--- src/logic/motor_alarm_defs.svh ---
`ifndef MOTOR_ALARM_DEFS_SVH
`define MOTOR_ALARM_DEFS_SVH

// ----------------------------------------------------------------------------
// Timing constants
// ----------------------------------------------------------------------------

// Clock period in nanoseconds.
`define CLK_PERIOD_NS 100
// Blink on and off phase length in milliseconds.
`define BLINK_PHASE_MS 200
// Pause between blink groups in milliseconds.
`define BLINK_GAP_MS 1000
// Least hold time of an input level in milliseconds.
`define INPUT_HOLD_MS 10
// Cycle counts derived from the times and the clock rate.
`define BLINK_PHASE_CYC ((`BLINK_PHASE_MS * 1000000) / `CLK_PERIOD_NS)
`define BLINK_GAP_CYC ((`BLINK_GAP_MS * 1000000) / `CLK_PERIOD_NS)
`define INPUT_HOLD_CYC ((`INPUT_HOLD_MS * 1000000) / `CLK_PERIOD_NS)

// ----------------------------------------------------------------------------
// Alarm codes and field positions
// ----------------------------------------------------------------------------

// Width of the alarm cause code, which is also its blink count.
`define ALARM_CODE_W 4
// Code value meaning no alarm.
`define ALARM_NONE 4'h0
// First code of the range that the clear input cannot clear.
`define ALARM_FIRST_FATAL 4'h7
// Last code of the range that the clear input cannot clear.
`define ALARM_LAST_FATAL 4'h8
// Code that lights the indicator steadily rather than blinking.
`define ALARM_STEADY 4'hA

`endif

--- src/logic/motor_alarm_pkg.sv ---
package motor_alarm_pkg;

  // Stop behaviour commanded to the drive stage.
  typedef enum logic [1:0] {
    STOP_NONE,
    STOP_DECEL,
    STOP_FAST,
    STOP_COAST
  } stop_mode_t;

  // Blink sequencer states.
  typedef enum logic [1:0] {
    BLINK_IDLE,
    BLINK_ON,
    BLINK_OFF,
    BLINK_GAP
  } blink_state_t;

endpackage

--- src/logic/alarm_edge_filter.sv ---
`timescale 1ns/10ps
`default_nettype none

// Accepts a new input level only after it has held steady for the hold time.
module alarm_edge_filter
  import motor_alarm_pkg::*;
#(
  parameter int HOLD_CYC = 100000
) (
  input wire logic sys_clk_i,
  input wire logic rst_n_i,
  input wire logic level_i,
  output logic level_o,
  output logic fall_o
);

  logic [16:0] hold_count;

  // ----------------------------------------------------------------------------
  // Hold counter
  // ----------------------------------------------------------------------------

  // Glitches shorter than the hold time restart the count and never pass.
  always_ff @(posedge sys_clk_i or negedge rst_n_i) begin
    if (!rst_n_i) begin
      hold_count <= 17'h00000;
    end else if (level_i == level_o) begin
      hold_count <= 17'h00000;
    end else if (hold_count < 17'(HOLD_CYC - 1)) begin
      hold_count <= hold_count + 17'h00001;
    end else begin
      hold_count <= 17'h00000;
    end
  end

  // Accepted level and its falling edge pulse.
  always_ff @(posedge sys_clk_i or negedge rst_n_i) begin
    if (!rst_n_i) begin
      level_o <= 1'b0;
      fall_o <= 1'b0;
    end else if (level_i != level_o && hold_count >= 17'(HOLD_CYC - 1)) begin
      level_o <= level_i;
      fall_o <= level_o & ~level_i;
    end else begin
      fall_o <= 1'b0;
    end
  end

endmodule

`default_nettype wire

--- src/logic/blink_sequencer.sv ---
`timescale 1ns/10ps
`default_nettype none

`include "motor_alarm_defs.svh"

// Blinks the red indicator code times, pauses, and repeats; the steady code lights it steadily instead.
module blink_sequencer
  import motor_alarm_pkg::*;
#(
  parameter int PHASE_CYC = 2000000,
  parameter int GAP_CYC = 10000000
) (
  input wire logic sys_clk_i,
  input wire logic rst_n_i,
  input wire logic [`ALARM_CODE_W-1:0] code_i,
  output logic red_o
);

  blink_state_t state;
  logic [23:0] timer;
  logic [`ALARM_CODE_W-1:0] blinks_left;

  // ----------------------------------------------------------------------------
  // Sequencer
  // ----------------------------------------------------------------------------

  // Only a change to no alarm or the steady code restarts from idle; other code changes wait for the next idle.
  always_ff @(posedge sys_clk_i or negedge rst_n_i) begin
    if (!rst_n_i) begin
      state <= BLINK_IDLE;
      timer <= 24'h000000;
      blinks_left <= `ALARM_NONE;
      red_o <= 1'b0;
    end else if (code_i == `ALARM_NONE) begin
      state <= BLINK_IDLE;
      red_o <= 1'b0;
    end else if (code_i == `ALARM_STEADY) begin
      state <= BLINK_IDLE;
      red_o <= 1'b1;
    end else begin
      case (state)
        BLINK_IDLE: begin
          state <= BLINK_ON;
          timer <= 24'(PHASE_CYC - 1);
          blinks_left <= code_i;
          red_o <= 1'b1;
        end
        BLINK_ON: begin
          if (timer == 24'h000000) begin
            state <= BLINK_OFF;
            timer <= 24'(PHASE_CYC - 1);
            blinks_left <= blinks_left - 4'h1;
            red_o <= 1'b0;
          end else begin
            timer <= timer - 24'h000001;
          end
        end
        BLINK_OFF: begin
          if (timer != 24'h000000) begin
            timer <= timer - 24'h000001;
          end else if (blinks_left == `ALARM_NONE) begin
            state <= BLINK_GAP;
            timer <= 24'(GAP_CYC - 1);
          end else begin
            state <= BLINK_ON;
            timer <= 24'(PHASE_CYC - 1);
            red_o <= 1'b1;
          end
        end
        default: begin
          if (timer == 24'h000000) begin
            state <= BLINK_IDLE;
          end else begin
            timer <= timer - 24'h000001;
          end
        end
      endcase
    end
  end

endmodule

`default_nettype wire

--- src/logic/motor_alarm_run_control.sv ---
`timescale 1ns/10ps
`default_nettype none

`include "motor_alarm_defs.svh"

module motor_alarm_run_control
  import motor_alarm_pkg::*;
#(
  parameter int HOLD_CYC = `INPUT_HOLD_CYC,
  parameter int PHASE_CYC = `BLINK_PHASE_CYC,
  parameter int GAP_CYC = `BLINK_GAP_CYC
) (
  input wire logic sys_clk_i,
  input wire logic rst_n_i,
  input wire logic run_request_i,
  input wire logic hold_release_input_i,
  input wire logic direction_select_input_i,
  input wire logic speed_source_select_i,
  input wire logic alarm_clear_input_i,
  input wire logic [`ALARM_CODE_W-1:0] alarm_cause_i,
  input wire logic motor_turning_i,
  output logic alarm_inactive_output_o,
  output logic power_alarm_indicator_red_o,
  output logic power_alarm_indicator_green_o,
  output logic [`ALARM_CODE_W-1:0] alarm_code_o,
  output logic drive_enable_o,
  output logic direction_cw_o,
  output logic use_internal_speed_pot_o,
  output var stop_mode_t stop_mode_o
);

  // ----------------------------------------------------------------------------
  // Helpers
  // ----------------------------------------------------------------------------

  // Codes in the fatal range survive the clear input.
  function automatic logic is_fatal(input logic [`ALARM_CODE_W-1:0] code);
    is_fatal = (code >= `ALARM_FIRST_FATAL && code <= `ALARM_LAST_FATAL) ||
               (code == `ALARM_STEADY);
  endfunction

  // A detector reports a cause with any code other than the idle one.
  function automatic logic cause_present(input logic [`ALARM_CODE_W-1:0] code);
    cause_present = (code != `ALARM_NONE);
  endfunction

  logic run_level;
  logic hold_level;
  logic dir_level;
  logic sel_level;
  logic clear_level;
  logic clear_fall;
  logic alarm_latched;
  logic [`ALARM_CODE_W-1:0] alarm_code;
  logic run_prev;
  logic hold_prev;
  logic next_drive;
  logic clear_ok;
  logic cause_now;
  logic clear_allowed;
  logic clear_resettable;
  logic alarm_set;
  logic alarm_release;
  logic alarm_reload;
  stop_mode_t next_stop_mode;

  // ----------------------------------------------------------------------------
  // Input qualification
  // ----------------------------------------------------------------------------

  // Each controller input needs a steady level for the hold time, so short noise is rejected.
  alarm_edge_filter #(.HOLD_CYC(HOLD_CYC)) u_run_filt (
    .sys_clk_i(sys_clk_i),
    .rst_n_i(rst_n_i),
    .level_i(run_request_i),
    .level_o(run_level),
    .fall_o()
  );

  // The hold release filter, so one contact bounce cannot trigger a fast stop.
  alarm_edge_filter #(.HOLD_CYC(HOLD_CYC)) u_hold_filt (
    .sys_clk_i(sys_clk_i),
    .rst_n_i(rst_n_i),
    .level_i(hold_release_input_i),
    .level_o(hold_level),
    .fall_o()
  );

  // The direction select filter.
  alarm_edge_filter #(.HOLD_CYC(HOLD_CYC)) u_dir_filt (
    .sys_clk_i(sys_clk_i),
    .rst_n_i(rst_n_i),
    .level_i(direction_select_input_i),
    .level_o(dir_level),
    .fall_o()
  );

  // The speed source select filter.
  alarm_edge_filter #(.HOLD_CYC(HOLD_CYC)) u_sel_filt (
    .sys_clk_i(sys_clk_i),
    .rst_n_i(rst_n_i),
    .level_i(speed_source_select_i),
    .level_o(sel_level),
    .fall_o()
  );

  // The clear filter also gives the falling edge pulse that clears an alarm.
  alarm_edge_filter #(.HOLD_CYC(HOLD_CYC)) u_clr_filt (
    .sys_clk_i(sys_clk_i),
    .rst_n_i(rst_n_i),
    .level_i(alarm_clear_input_i),
    .level_o(clear_level),
    .fall_o(clear_fall)
  );

  // ----------------------------------------------------------------------------
  // Alarm latch
  // ----------------------------------------------------------------------------

  // A detector cause is acted on in the cycle it is reported.
  assign cause_now = cause_present(alarm_cause_i);

  // Clearing is refused while the run request is accepted high.
  assign clear_allowed = ~run_level;

  // Non-resettable codes wait for a power-up instead.
  assign clear_resettable = ~is_fatal(alarm_code);

  // Only the falling edge clears, never the rising one.
  assign clear_ok = clear_fall & clear_allowed & clear_resettable;

  // A first cause latches; a later one only shows after a clear.
  assign alarm_set = ~alarm_latched & cause_now;

  // A clear that meets a cause still present only reloads the code.
  assign alarm_release = alarm_latched & clear_ok & ~cause_now;
  assign alarm_reload = alarm_latched & clear_ok & cause_now;

  // The latched flag; a set in the clear cycle wins, so no alarm is lost to a clear.
  always_ff @(posedge sys_clk_i or negedge rst_n_i) begin
    if (!rst_n_i) begin
      alarm_latched <= 1'b0;
    end else if (alarm_set) begin
      alarm_latched <= 1'b1;
    end else if (alarm_release) begin
      alarm_latched <= 1'b0;
    end
  end

  // The cause code, kept after the cause itself has gone away.
  always_ff @(posedge sys_clk_i or negedge rst_n_i) begin
    if (!rst_n_i) begin
      alarm_code <= `ALARM_NONE;
    end else if (alarm_set || alarm_reload) begin
      alarm_code <= alarm_cause_i;
    end else if (alarm_release) begin
      alarm_code <= `ALARM_NONE;
    end
  end

  // ----------------------------------------------------------------------------
  // Run gating and stop mode
  // ----------------------------------------------------------------------------

  // Drive only with both inputs active and no alarm, whatever the inputs do meanwhile.
  always_comb begin
    next_drive = run_level & hold_level & ~alarm_latched;
  end

  // Previous accepted run level, used to tell which input caused a stop.
  always_ff @(posedge sys_clk_i or negedge rst_n_i) begin
    if (!rst_n_i) begin
      run_prev <= 1'b0;
    end else begin
      run_prev <= run_level;
    end
  end

  // Previous accepted hold release level, for the same purpose.
  always_ff @(posedge sys_clk_i or negedge rst_n_i) begin
    if (!rst_n_i) begin
      hold_prev <= 1'b0;
    end else begin
      hold_prev <= hold_level;
    end
  end

  // ----------------------------------------------------------------------------
  // Stop mode
  // ----------------------------------------------------------------------------

  // Hold release dropping wins over run request dropping, and later upgrades a ramp.
  always_comb begin
    next_stop_mode = stop_mode_o;
    if (alarm_latched || cause_now) begin
      next_stop_mode = STOP_COAST;
    end else if (next_drive) begin
      next_stop_mode = STOP_NONE;
    end else if (!hold_level && (hold_prev || stop_mode_o == STOP_DECEL)) begin
      next_stop_mode = STOP_FAST;
    end else if (!run_level && run_prev && hold_level && motor_turning_i) begin
      next_stop_mode = STOP_DECEL;
    end else if (stop_mode_o == STOP_COAST) begin
      next_stop_mode = STOP_NONE;
    end
  end

  // Fast and decel stops hold until the motor runs again; coast returns to none once the alarm clears.
  always_ff @(posedge sys_clk_i or negedge rst_n_i) begin
    if (!rst_n_i) begin
      stop_mode_o <= STOP_NONE;
    end else begin
      stop_mode_o <= next_stop_mode;
    end
  end

  // ----------------------------------------------------------------------------
  // Drive outputs
  // ----------------------------------------------------------------------------

  // Drive drops the cycle after a cause appears, so the motor coasts without braking.
  always_ff @(posedge sys_clk_i or negedge rst_n_i) begin
    if (!rst_n_i) begin
      drive_enable_o <= 1'b0;
    end else begin
      drive_enable_o <= next_drive & ~cause_now;
    end
  end

  // Direction follows the accepted select level.
  always_ff @(posedge sys_clk_i or negedge rst_n_i) begin
    if (!rst_n_i) begin
      direction_cw_o <= 1'b0;
    end else begin
      direction_cw_o <= dir_level;
    end
  end

  // Speed source follows the accepted select level.
  always_ff @(posedge sys_clk_i or negedge rst_n_i) begin
    if (!rst_n_i) begin
      use_internal_speed_pot_o <= 1'b0;
    end else begin
      use_internal_speed_pot_o <= sel_level;
    end
  end

  // ----------------------------------------------------------------------------
  // Alarm output and indicator
  // ----------------------------------------------------------------------------

  // The alarm output is high while healthy, so a broken wire reads as an alarm.
  always_ff @(posedge sys_clk_i or negedge rst_n_i) begin
    if (!rst_n_i) begin
      alarm_inactive_output_o <= 1'b0;
    end else begin
      alarm_inactive_output_o <= ~alarm_latched & ~cause_now;
    end
  end

  // Green marks a healthy drive and stays dark while any alarm is latched.
  always_ff @(posedge sys_clk_i or negedge rst_n_i) begin
    if (!rst_n_i) begin
      power_alarm_indicator_green_o <= 1'b0;
    end else begin
      power_alarm_indicator_green_o <= ~alarm_latched;
    end
  end

  // The code output trails the latch by one cycle, in step with the first red flash.
  always_ff @(posedge sys_clk_i or negedge rst_n_i) begin
    if (!rst_n_i) begin
      alarm_code_o <= `ALARM_NONE;
    end else begin
      alarm_code_o <= alarm_code;
    end
  end

  blink_sequencer #(.PHASE_CYC(PHASE_CYC), .GAP_CYC(GAP_CYC)) u_blink (
    .sys_clk_i(sys_clk_i),
    .rst_n_i(rst_n_i),
    .code_i(alarm_code),
    .red_o(power_alarm_indicator_red_o)
  );

endmodule

`default_nettype wire

--- config.mk ---
export PLATFORM = sky130hd
export DESIGN_NAME = motor_alarm_run_control
export DESIGN_NICKNAME = d
export VERILOG_FILES = /design/src/logic/motor_alarm_pkg.sv /design/src/logic/alarm_edge_filter.sv /design/src/logic/blink_sequencer.sv /design/src/logic/motor_alarm_run_control.sv
export VERILOG_INCLUDE_DIRS = /design/src /design/src/logic
export SDC_FILE = /design/constraint.sdc
export NUM_CORES = 1
export LEC_CHECK = 0
export BUFFER_PORTS_ARGS = -buffer_cell sky130_fd_sc_hd__buf_2
export CORE_MARGIN = 2
export CORE_UTILIZATION = 42
export DETAILED_ROUTE_END_ITERATION = 12
export GPL_TIMING_DRIVEN = 0
export HOLD_SLACK_MARGIN = 0.12
export PLACE_DENSITY_LB_ADDON = 0.15
export SLEW_MARGIN = 20
export SYNTH_ARGS = -nofsm -noshare
export SYNTH_HDL_FRONTEND = slang
export SYNTH_HIERARCHICAL = 1
export SYNTH_SLANG_ARGS = --single-unit
--- constraint.sdc ---
create_clock -name sys_clk_i -period 4 [get_ports sys_clk_i]
set_clock_uncertainty 0.1 [all_clocks]
set_input_delay 0.4 -clock sys_clk_i [delete_from_list [all_inputs] [get_ports sys_clk_i]]
set_output_delay 0.4 -clock sys_clk_i [all_outputs]
set_load 0.03 [all_outputs]
==> impl_results.md, run 1 <==
- Layout Cells excl Fill: 1,120
- First-pass GRT wire length: 29.04 mm
- Final wirelength: 17.07 mm
- Root buffer cell: clkbuf_16
- CP Class: reg2reg
- Post-DP HPWL: 11.50 mm
- CTS sink cnt: 140
- IR drop worst, VDD: 0.2844 mV
- I/O pins: 24
- Clock Latency Late Sink: 0.42 ns
- IO buf count: 23
- Fin Hold WS: 0.1455 ns
- DRC marker count from the first detailed-route iteration: 386
- Status: completed
- Total track usage: 0.1796
- # DRC: 0
- Post-synthesis cell area: 7794 µm²
- Cells after Synth: 834
- CTS tree: built
- WP data required: 4.25 ns
- Drt via density: 5.646
- Initial Util: 0.4309
- Setup Total Neg Slack: 0 ns
- Post-cts resize count: 0
- Syn nets: 863
- Startpoint Class: flip-flop
- Num CTS Buffers: 17
- Layout cells sized above 1: 0.09989
- Initial antenna violation count: 0
- Fmax: 379.5 MHz
- Slew headroom: 0.3653
- Worst-Margin Slew: 0.9448 ns
- Row cnt: 49
- Drt pass-1 iters: 5
- Leakage: 3.661 nW
- Core area: 18,090 µm²
- Placed cells: 1,087
- Period utilization: 0.6587
- Vias in the first global route: 5,937
- Grt ovf: 0
- Crit-path max FO: 10
- Fin nets: 909
- Yosys warns: 6
- Hold Crit Class: in2reg
- Fill cell count: 1,694
- ANT cells: 0
- DRT antenna net count: 0
- Die area: 19,660 µm²
- Max cap viols: 0
- Clk slew on worst S/H paths: 0.06 ns
- Final Max Tran Viols: 0
- Tmin final: 2.635 ns
- Die X: 140.2 µm
- Average cell area after synthesis: 9.345 µm²
- Longest Clk Path Bufs: 2
- RePlAce Congestion: 0.8112
- PwrDens: 400.9 nW/µm²
- Largest net degree at the start of global routing: 72
- Avg WL per Cell: 15.24 µm
- Worst Setup End Kind: flip-flop
- Final design utilization: 0.4920
- H-tree depth: 4
- Critical Path AT: 2.88 ns
- Final setup fails: 0
- Layout area overhead: 14.18%
- Hold Violations, Final: 0
- Die Y: 140.2 µm
- Vias: 6,324
- RSZ-0062 raised after global routing: no
[power breakdown]
part | switching [mW] | leakage [nW] | internal (mW)
Combinational | 0.155 | 1.57 | 0.105
Clock | 0.592 | 0.304 | 1.11
Sequential | 0.103 | 1.79 | 1.50
[registers in the layout, indices dropped and copies added, names as in the netlist, 2 cells and up]
register	cells
alarm_code	4
u_run_filt/hold_count	17
u_clr_filt/hold_count	17
stop_mode_o	2
u_sel_filt/hold_count	17
u_blink/state	2
u_blink/timer	24
u_dir_filt/hold_count	17
u_blink/blinks_left	4
alarm_code_o	4
u_hold_filt/hold_count	17
[placed cells by master (no fill, tap or decap), types with 4 or more instances in the layout]
cell type / instances
clkbuf_16: 17
nor3b_1: 7
a22o_1: 6
bufinv_16: 5
o21ai_0: 46
nand3_1: 35
o21a_1: 4
nor3_1: 50
dfrtp_1: 140
a221o_1: 9
ha_1: 17
a21bo_2: 5
nand2b_1: 10
clkbuf_1: 24
or4_4: 6
xnor2_1: 45
buf_1: 5
inv_1: 37
or3_1: 13
nand4_1: 24
nor4b_1: 4
o22a_1: 9
a21boi_0: 6
nand2_1: 44
a21oi_1: 94
o211a_1: 7
xor2_1: 21
buf_2: 25
nand3b_1: 6
nor4_1: 28
a31oi_1: 9
nor2_1: 45
a211o_1: 9
or4_1: 4
a22oi_1: 10
and4_1: 5
[path summary, 6_finish.rpt]
| kind | cells past startpoint | to | from | slack, ns |
|---|---|---|---|---|
| worst max-delay path | 7 | u_blink/timer[20]$_DFFE_PN0P_ | u_blink/timer[16]$_DFFE_PN0P_ | 1.37 |
| worst min-delay path | 2 | u_run_filt/level_o$_DFFE_PN0P_ | run_request_i | 0.15 |
| worst max register to register | 7 | u_blink/timer[20]$_DFFE_PN0P_ | u_blink/timer[16]$_DFFE_PN0P_ | 1.37 |
| worst min register to register | 0 | use_internal_speed_pot_o$_DFF_PN0_ | u_sel_filt/level_o$_DFFE_PN0P_ | 0.36 |
| max in group asynchronous | 3 | u_clr_filt/hold_count[8]$_DFF_PN0_ | rst_n_i | 2.64 |
| min in group asynchronous | 2 | use_internal_speed_pot_o$_DFF_PN0_ | rst_n_i | 0.41 |
[metrics by stage]
step / setup slack, ns / area, µm² / total power [mW]
2_1_floorplan: 1.603 / 7794 / 1.782
3_3_place_gp: 0.3347 / 8195 / 1.877
3_5_place_dp: 1.412 / 8233 / 1.887
4_1_cts: 1.385 / 8899 / 3.626
5_1_grt: 1.162 / 8899 / 3.736
6_report: 1.365 / 8899 / 3.567
[layout make-up]
class,count,area (µm²),share of cell area
tap,229,286.5,0.03220
clock inverter,12,196.4,0.02208
clock buffer,18,439.2,0.04935
timing repair buffer,27,182.7,0.02053
sequential,140,3503,0.3937
buffer,37,172.7,0.01940
multi-input combinational,620,3979,0.4471
inverter,37,138.9,0.01561
[layer usage]
layer	track usage	vias up	share of wire
met3	0.04581	15	0.033
li1	-	3165	-
met4	0.05688	0	0.012
met5	0	-	0
met1	0.2531	3057	0.50
met2	0.2724	87	0.46
[worst max-delay path, stage by stage (launching register included)]
cell     delay (ns)
dfrtp_1        0.46
or4_4          0.56
or3_4          0.38
nor3_4         0.25
o21ai_1        0.21
buf_2          0.26
a31oi_1        0.19
o22a_1         0.16
[repair_timing]
action	in CTS	in global routing
buffers inserted	0	0
hold endpoints to repair	72	0
hold buffers	3	0
Power figures use the tool's default switching activity.
==> inputs of run 2 (changes only) <==
clock period = 2.6 ns   (was 4 ns; I/O delays follow)
==> run 2 against run 1 <==
  * Utilization grew 1.1 points
  * Fmax grew 3.7%
  * Non-clock buffer count grew 17
  * Routed wire length grew 0.79%
==> impl_results.md, run 2 (synthesized netlist as in run 1, its figures left out) <==
- Clk slew on worst S/H paths: 0.06 ns (about the same)
- CP Cell Sequence: or4_4 > or3_4 > nor3_4 > a21o_2 > buf_4 > buf_6 > a21oi_1 > o22a_1 (was or4_4 > or3_4 > nor3_4 > o21ai_1 > buf_2 > a31oi_1 > o22a_1)
- Startpoint Class: flip-flop (unchanged)
- I/O pins: 24 (unchanged)
- H-tree depth: 4 (unchanged)
- # DRC: 0 (unchanged)
- Vias: 6,318 (was 6,324)
- Reg-to-reg startpoint: u_blink/timer[16]$_DFFE_PN0P_ (unchanged)
- Sw frac: 0.2378 (was 0.2383)
- DRT antenna net count: 0 (unchanged)
- Most flops, register: u_blink/timer (unchanged)
- RePlAce Congestion: 0.8112 (unchanged)
- Worst-Margin Slew: 0.9680 ns (was 0.9448 ns)
- Crit-path max FO: 10 (unchanged)
- PwrDens: 603.4 nW/µm² (was 400.9 nW/µm²)
- Reg power frac: 0.449 (about the same)
- Clock power share: 0.477 (was 0.478)
- DRC marker count from the first detailed-route iteration: 412 (was 386)
- IO buf count: 23 (unchanged)
- Layout cells sized above 1: 0.1156 (was 0.09989)
- Layout Cells excl Fill: 1,137 (was 1,120)
- Fin nets: 926 (was 909)
- Initial Util: 0.4309 (unchanged)
- Final setup fails: 0 (unchanged)
- Largest net degree at the start of global routing: 72 (unchanged)
- Layout area overhead: 16.84% (was 14.18%)
- Fmax: 393.7 MHz (was 379.5 MHz)
- Crit path largest cell delay: 0.54 ns (was 0.56 ns)
- Total track usage: 0.1799 (was 0.1796)
- Most frequent cells in the layout: dfrtp_1 (139), a21oi_1 (94), nor3_1 (48) (was dfrtp_1 (140), a21oi_1 (94), nor3_1 (50))
- Reg-to-Reg End: u_blink/timer[20]$_DFFE_PN0P_ (unchanged)
- Hold Violations, Final: 0 (unchanged)
- Status: completed (unchanged)
- Row cnt: 49 (unchanged)
- ANT cells: 0 (unchanged)
- Clock Latency Late Sink: 0.42 ns (about the same)
- Period utilization: 0.9769 (was 0.6587)
- Core area: 18,090 µm² (unchanged)
- Max cap viols: 0 (unchanged)
- Setup slack at placement: 0.01237 ns (was 1.412 ns)
- RSZ-0062 raised after global routing: yes (was no)
- Num CTS Buffers: 17 (unchanged)
- Commonest non-fill, non-tap cell in the layout: dfrtp_1 (unchanged)
- Root buffer cell: clkbuf_16 (unchanged)
- Switching pwr: 1.307 mW (was 0.8500 mW)
- Worst setup margin: 0.06005 ns (was 1.365 ns)
- Crit path from: u_blink/timer[16]$_DFFE_PN0P_ (unchanged)
- Avg WL per Cell: 15.13 µm (was 15.24 µm)
- Final design utilization: 0.5035 (was 0.4920)
- Final Max Tran Viols: 0 (unchanged)
- CTS sink cnt: 140 (unchanged)
- Critical Path AT: 2.74 ns (was 2.88 ns)
- Grt ovf: 0 (unchanged)
- Largest register FFs: 24 (unchanged)
- CTS tree: built (unchanged)
- Register-to-Register Setup Slack: 0.06 ns (was 1.37 ns)
- Vias in the first global route: 5,964 (was 5,937)
- Drt pass-1 iters: 5 (unchanged)
- Register-to-Register Path Depth: 8 (was 7)
- Slew headroom: 0.3497 (was 0.3653)
- Final wirelength: 17.20 mm (was 17.07 mm)
- Longest Clk Path Bufs: 2 (unchanged)
- Die area: 19,660 µm² (unchanged)
- Fill cell count: 1,687 (was 1,694)
- Drt via density: 5.557 (was 5.646)
- Tot Pwr: 5.495 mW (was 3.567 mW)
- Fin Hold WS: 0.2767 ns (was 0.1455 ns)
- Placed cells: 1,087 (unchanged)
- CP Class: reg2reg (unchanged)
- WP data required: 2.80 ns (was 4.25 ns)
- Hold Crit Class: in2async (was in2reg)
- Worst Setup End Kind: flip-flop (unchanged)
- Combinational share of power: 0.074 (was 0.073)
- Die Y: 140.2 µm (unchanged)
- Slowest CP cell: or4_4 (unchanged)
- Leakage: 3.765 nW (was 3.661 nW)
- Initial antenna violation count: 0 (unchanged)
- First-pass GRT wire length: 29.12 mm (was 29.04 mm)
- Post-DP HPWL: 11.50 mm (unchanged)
- Die X: 140.2 µm (unchanged)
- P_int: 4.188 mW (was 2.717 mW)
- IR drop worst, VDD: 0.4379 mV (was 0.2844 mV)
- Tmin final: 2.540 ns (was 2.635 ns)
[run 2: per-layer routing]
metal / wire [µm] / track usage / vias to the layer above / share of wire
met1: 8559 / 0.2542 / 3029 / 0.50
met2: 7938 / 0.2737 / 78 / 0.46
met3: 492 / 0.04376 / 15 / 0.029
li1: - / - / 3196 / -
met5: 0 / 0 / - / 0
met4: 209 / 0.05688 / 0 / 0.012
[run 2: through the flow]
step / cell area, µm² / setup TNS, ns
5_1_grt: 9106 / -0.08502
2_1_floorplan: 7794 / 0
4_1_cts: 8990 / 0
6_report: 9106 / 0
3_5_place_dp: 8233 / 0
3_3_place_gp: 8195 / -128.12
[run 2: worst max-delay path: cells and delay by family (launching register included)]
family / cells / cell delay (ns)
buf+inv: 2 / 0.34
compound gates: 3 / 0.41
simple gates: 3 / 1.12
flops: 1 / 0.44
[run 2: cell type report]
class	count	area [µm²]	area share
Clock buffer	18	439.2	0.04823
Tap cell	229	286.5	0.03146
Buffer	37	172.7	0.01896
Multi-Input combinational cell	620	4035	0.4431
Clock inverter	12	196.4	0.02157
Inverter	37	138.9	0.01525
Timing Repair Buffer	44	332.8	0.03655
Sequential cell	140	3505	0.3849
[run 2: how the worst max path moves through the flow]
stage	end	slack, ns	depth (start not counted)
floorplan	u_blink/timer[23]$_DFFE_PN0P_	0.20	7
global placement	u_run_filt/hold_count[9]$_DFF_PN0_	-0.93	1
detailed placement	u_blink/timer[23]$_DFFE_PN0P_	0.01	7
CTS	u_blink/timer[23]$_DFFE_PN0P_	0.004	7
global route	u_blink/timer[12]$_DFFE_PN0P_	-0.02	7
finish	u_blink/timer[20]$_DFFE_PN0P_	0.06	8
[run 2: power groups by stage]
stage	clock [mW]	combinational [mW]	sequential [mW]
finish	2.62	0.409	2.47
global route	2.79	0.473	2.49
CTS	2.71	0.419	2.46
detailed placement	0	0.405	2.50
global placement	0	0.388	2.50
floorplan	0	0.275	2.47
[run 2: what timing repair did]
action | in CTS | in global routing
endpoints found under the setup margin | 3 | 28
buffers inserted | 0 | 8
endpoints found under the hold margin | 81 | 0
pin swaps | 0 | 3
hold buffers | 12 | 0
gates resized for setup | 1 | 11
cloned | 0 | 0
==> inputs of run 3 (changes only) <==
CELL_PAD_IN_SITES_DETAIL_PLACEMENT = 1   (was default)
CELL_PAD_IN_SITES_GLOBAL_PLACEMENT = 1   (was default)
CORE_ASPECT_RATIO = 2   (was default)
HOLD_SLACK_MARGIN = 0.06   (was 0.12)
==> run 3 against run 2 <==
  * The run now ends with setup timing left
  * Critical path depth did not move
  * Cell area fell by 0.44%
  * Combinational power rose by 5.9%
  * Setup slack got worse by 0.070 ns
  * Count of clock-buffer cells in the layout rose by 2
  * Clock power fell by 8.4%
  * Die area rose by 0.34%
  * Via count rose by 7.8%
  * Routed wire length rose by 26%
==> impl_results.md, run 3 (synthesized netlist as in run 1, its figures left out) <==
- P_int: 3.986 mW (was 4.188 mW)
- Uppermost routed layer: met4 (unchanged)
- Hold Crit Class: in2reg (was in2async)
- Met1 wire length: 8.125 mm (was 8.559 mm)
- Sw frac: 0.2482 (was 0.2378)
- Die Y: 196.6 µm (was 140.2 µm)
- Reg-to-Reg End: u_blink/blinks_left[2]$_DFFE_PN0P_ (was u_blink/timer[20]$_DFFE_PN0P_)
- PwrDens: 584.8 nW/µm² (was 603.4 nW/µm²)
- Vias: 6,813 (was 6,318)
- Fin nets: 928 (was 926)
- Period utilization: 1.004 (was 0.9769)
- RSZ-0062 raised after global routing: yes (unchanged)
- Max cap viols: 0 (unchanged)
- Total track usage: 0.2311 (was 0.1799)
- Combinational share of power: 0.082 (was 0.074)
- Clock Latency Late Sink: 0.42 ns (about the same)
- Worst setup margin: -0.01036 ns (was 0.06005 ns)
- Worst Setup End Kind: flip-flop (unchanged)
- Leakage: 3.751 nW (was 3.765 nW)
- Grt ovf: 0 (unchanged)
- IO buf count: 23 (unchanged)
- Worst Hold Path EP: stop_mode_o[0]$_DFFE_PN0P_
- Critical Path AT: 2.84 ns (was 2.74 ns)
- I/O pins: 24 (unchanged)
- Final setup fails: 2 (was 0)
- RePlAce Congestion: 0.8170 (was 0.8112)
- Vias in the first global route: 7,490 (was 5,964)
- WP data required: 2.83 ns (was 2.80 ns)
- First-pass GRT wire length: 36.54 mm (was 29.12 mm)
- IR drop worst, VDD: 0.4060 mV (was 0.4379 mV)
- Reg power frac: 0.465 (was 0.449)
- Most flops, register: u_blink/timer (unchanged)
- Failing checks: setup timing
- Reg-to-reg startpoint: u_blink/timer[0]$_DFFE_PN0P_ (was u_blink/timer[16]$_DFFE_PN0P_)
- Layout Cells excl Fill: 1,125 (was 1,137)
- Final wirelength: 21.72 mm (was 17.20 mm)
- Die X: 100.3 µm (was 140.2 µm)
- DRC marker count from the first detailed-route iteration: 205 (was 412)
- Register-to-Register Setup Slack: -0.01 ns (was 0.06 ns)
- Slew headroom: 0.2838 (was 0.3497)
- Initial antenna violation count: 0 (unchanged)
- Register-to-Register Path Depth: 8 (unchanged)
- Hold path start: motor_turning_i
- Slowest CP cell: nor4_1 (was or4_4)
- Clock power share: 0.453 (was 0.477)
- Hold Violations, Final: 0 (unchanged)
- Post-DP HPWL: 15.47 mm (was 11.50 mm)
- Crit-path most repeated cell: a21oi_1
- Switching pwr: 1.316 mW (was 1.307 mW)
- Layout cells sized above 1: 0.1210 (was 0.1156)
- Status: complete, but fails checks (was completed)
- Die area: 19,730 µm² (was 19,660 µm²)
- Crit path largest cell delay: 0.45 ns (was 0.54 ns)
- Num CTS Buffers: 17 (unchanged)
- Row cnt: 70 (was 49)
- Longest Clk Path Bufs: 2 (unchanged)
- Final design utilization: 0.4977 (was 0.5035)
- DRT antenna net count: 0 (unchanged)
- Root buffer cell: clkbuf_16 (unchanged)
- Met2 Wirelength: 12.56 mm (was 7.938 mm)
- Core area: 18,220 µm² (was 18,090 µm²)
- Placed cells: 1,074 (was 1,087)
- Final Max Tran Viols: 0 (unchanged)
- H-tree depth: 4 (unchanged)
- Worst-Margin Slew: 1.066 ns (was 0.9680 ns)
- Drt pass-1 iters: 4 (was 5)
- Commonest non-fill, non-tap cell in the layout: dfrtp_1 (unchanged)
- Avg WL per Cell: 19.31 µm (was 15.13 µm)
- Largest net degree at the start of global routing: 93 (was 72)
- Min-Delay Path Depth: 3
- Layout area overhead: 16.33% (was 16.84%)
- CTS tree: built (unchanged)
- Fmax: 383.1 MHz (was 393.7 MHz)
- Startpoint Class: flip-flop (unchanged)
- Met3 Routed Length: 383 µm (was 492 µm)
- Most frequent cells in the layout: dfrtp_1 (139), a21oi_1 (93), nor3_1 (49) (was dfrtp_1 (139), a21oi_1 (94), nor3_1 (48))
- Tmin final: 2.610 ns (was 2.540 ns)
- Clk slew on worst S/H paths: 0.06 ns (about the same)
- Crit-path max FO: 6 (was 10)
- CP Cell Sequence: inv_1 > ha_1 > or3b_2 > nor4_1 > a31oi_1 > nor2_1 > a21oi_1 > a21oi_1 (was or4_4 > or3_4 > nor3_4 > a21o_2 > buf_4 > buf_6 > a21oi_1 > o22a_1)
- CTS sink cnt: 140 (unchanged)
- Initial Util: 0.4278 (was 0.4309)
- # DRC: 0 (unchanged)
- Drt via density: 6.056 (was 5.557)
- Largest register FFs: 24 (unchanged)
- CP Class: reg2reg (unchanged)
- ANT cells: 0 (unchanged)
## run 3: worst max-delay path: cells and delay by family, from the launching register on
kind | cells | cell delay (ns)
fa+ha+maj | 1 | 0.18
compound gates | 3 | 0.45
flops | 1 | 0.43
buf+inv | 1 | 0.12
simple gates | 3 | 1.25
## run 3: final cells by class
class	count	area, µm²
fill	2092	9151
multi-input combinational	620	4050
sequential	140	3505
clock buffer	20	446.7
timing repair buffer	46	342.8
tap	216	270.3
buffer	37	190.2
inverter	37	138.9
clock inverter	9	122.6
## run 3: how the worst max path moves through the flow
stage,depth (start not counted),from,end,slack (ns)
detailed placement,7,u_blink/timer[11]$_DFFE_PN0P_,u_blink/timer[21]$_DFFE_PN0P_,-0.08
global route,7,u_blink/timer[3]$_DFFE_PN0P_,u_blink/timer[20]$_DFFE_PN0P_,-0.12
global placement,1,rst_n_i,u_dir_filt/hold_count[16]$_DFF_PN0_,-0.87
finish,8,u_blink/timer[0]$_DFFE_PN0P_,u_blink/blinks_left[2]$_DFFE_PN0P_,-0.01
floorplan,7,u_blink/timer[16]$_DFFE_PN0P_,u_blink/timer[23]$_DFFE_PN0P_,0.20
CTS,7,u_blink/timer[7]$_DFFE_PN0P_,u_blink/timer[23]$_DFFE_PN0P_,0.006
## run 3: per-layer routing
| layer | GRT usage | up-vias |
|---|---|---|
| met1 | 0.2395 | 3485 |
| met5 | 0 | - |
| met4 | 0.1040 | 0 |
| met2 | 0.4454 | 90 |
| met3 | 0.03191 | 42 |
| li1 | - | 3196 |
## run 3: timing repair
item                                    CTS  global route
hold buffers                             11             0
buffers inserted                          3             7
endpoints found under the setup margin   21            28
resized for setup                         5            16
hold endpoints to repair                 58             0
gates cloned                              1             0
pin swaps                                 1             5
## run 3: power by group through the flow
stage | Sequential (mW) | Combinational (mW) | Clock, mW
after floorplan | 2.47 | 0.275 | 0
after global placement | 2.49 | 0.387 | 0
after detailed placement | 2.50 | 0.422 | 0
after CTS | 2.47 | 0.444 | 2.48
after global routing | 2.49 | 0.498 | 2.56
final | 2.47 | 0.433 | 2.40
## run 3: stage by stage
stage	setup WS [ns]	cell area (µm²)	hold slack, ns	setup TNS, ns	power (mW)
floorplan	0.2028	7794	-0.1356	0	2.742
global placement	-0.8672	8179	0.3303	-118.64	2.877
detailed placement	-0.08195	8217	0.09433	-0.5297	2.927
CTS	0.006012	8946	0.08894	0	5.385
global route	-0.1188	9066	0.1203	-0.7449	5.551
finish	-0.01036	9066	0.09865	-0.01644	5.302
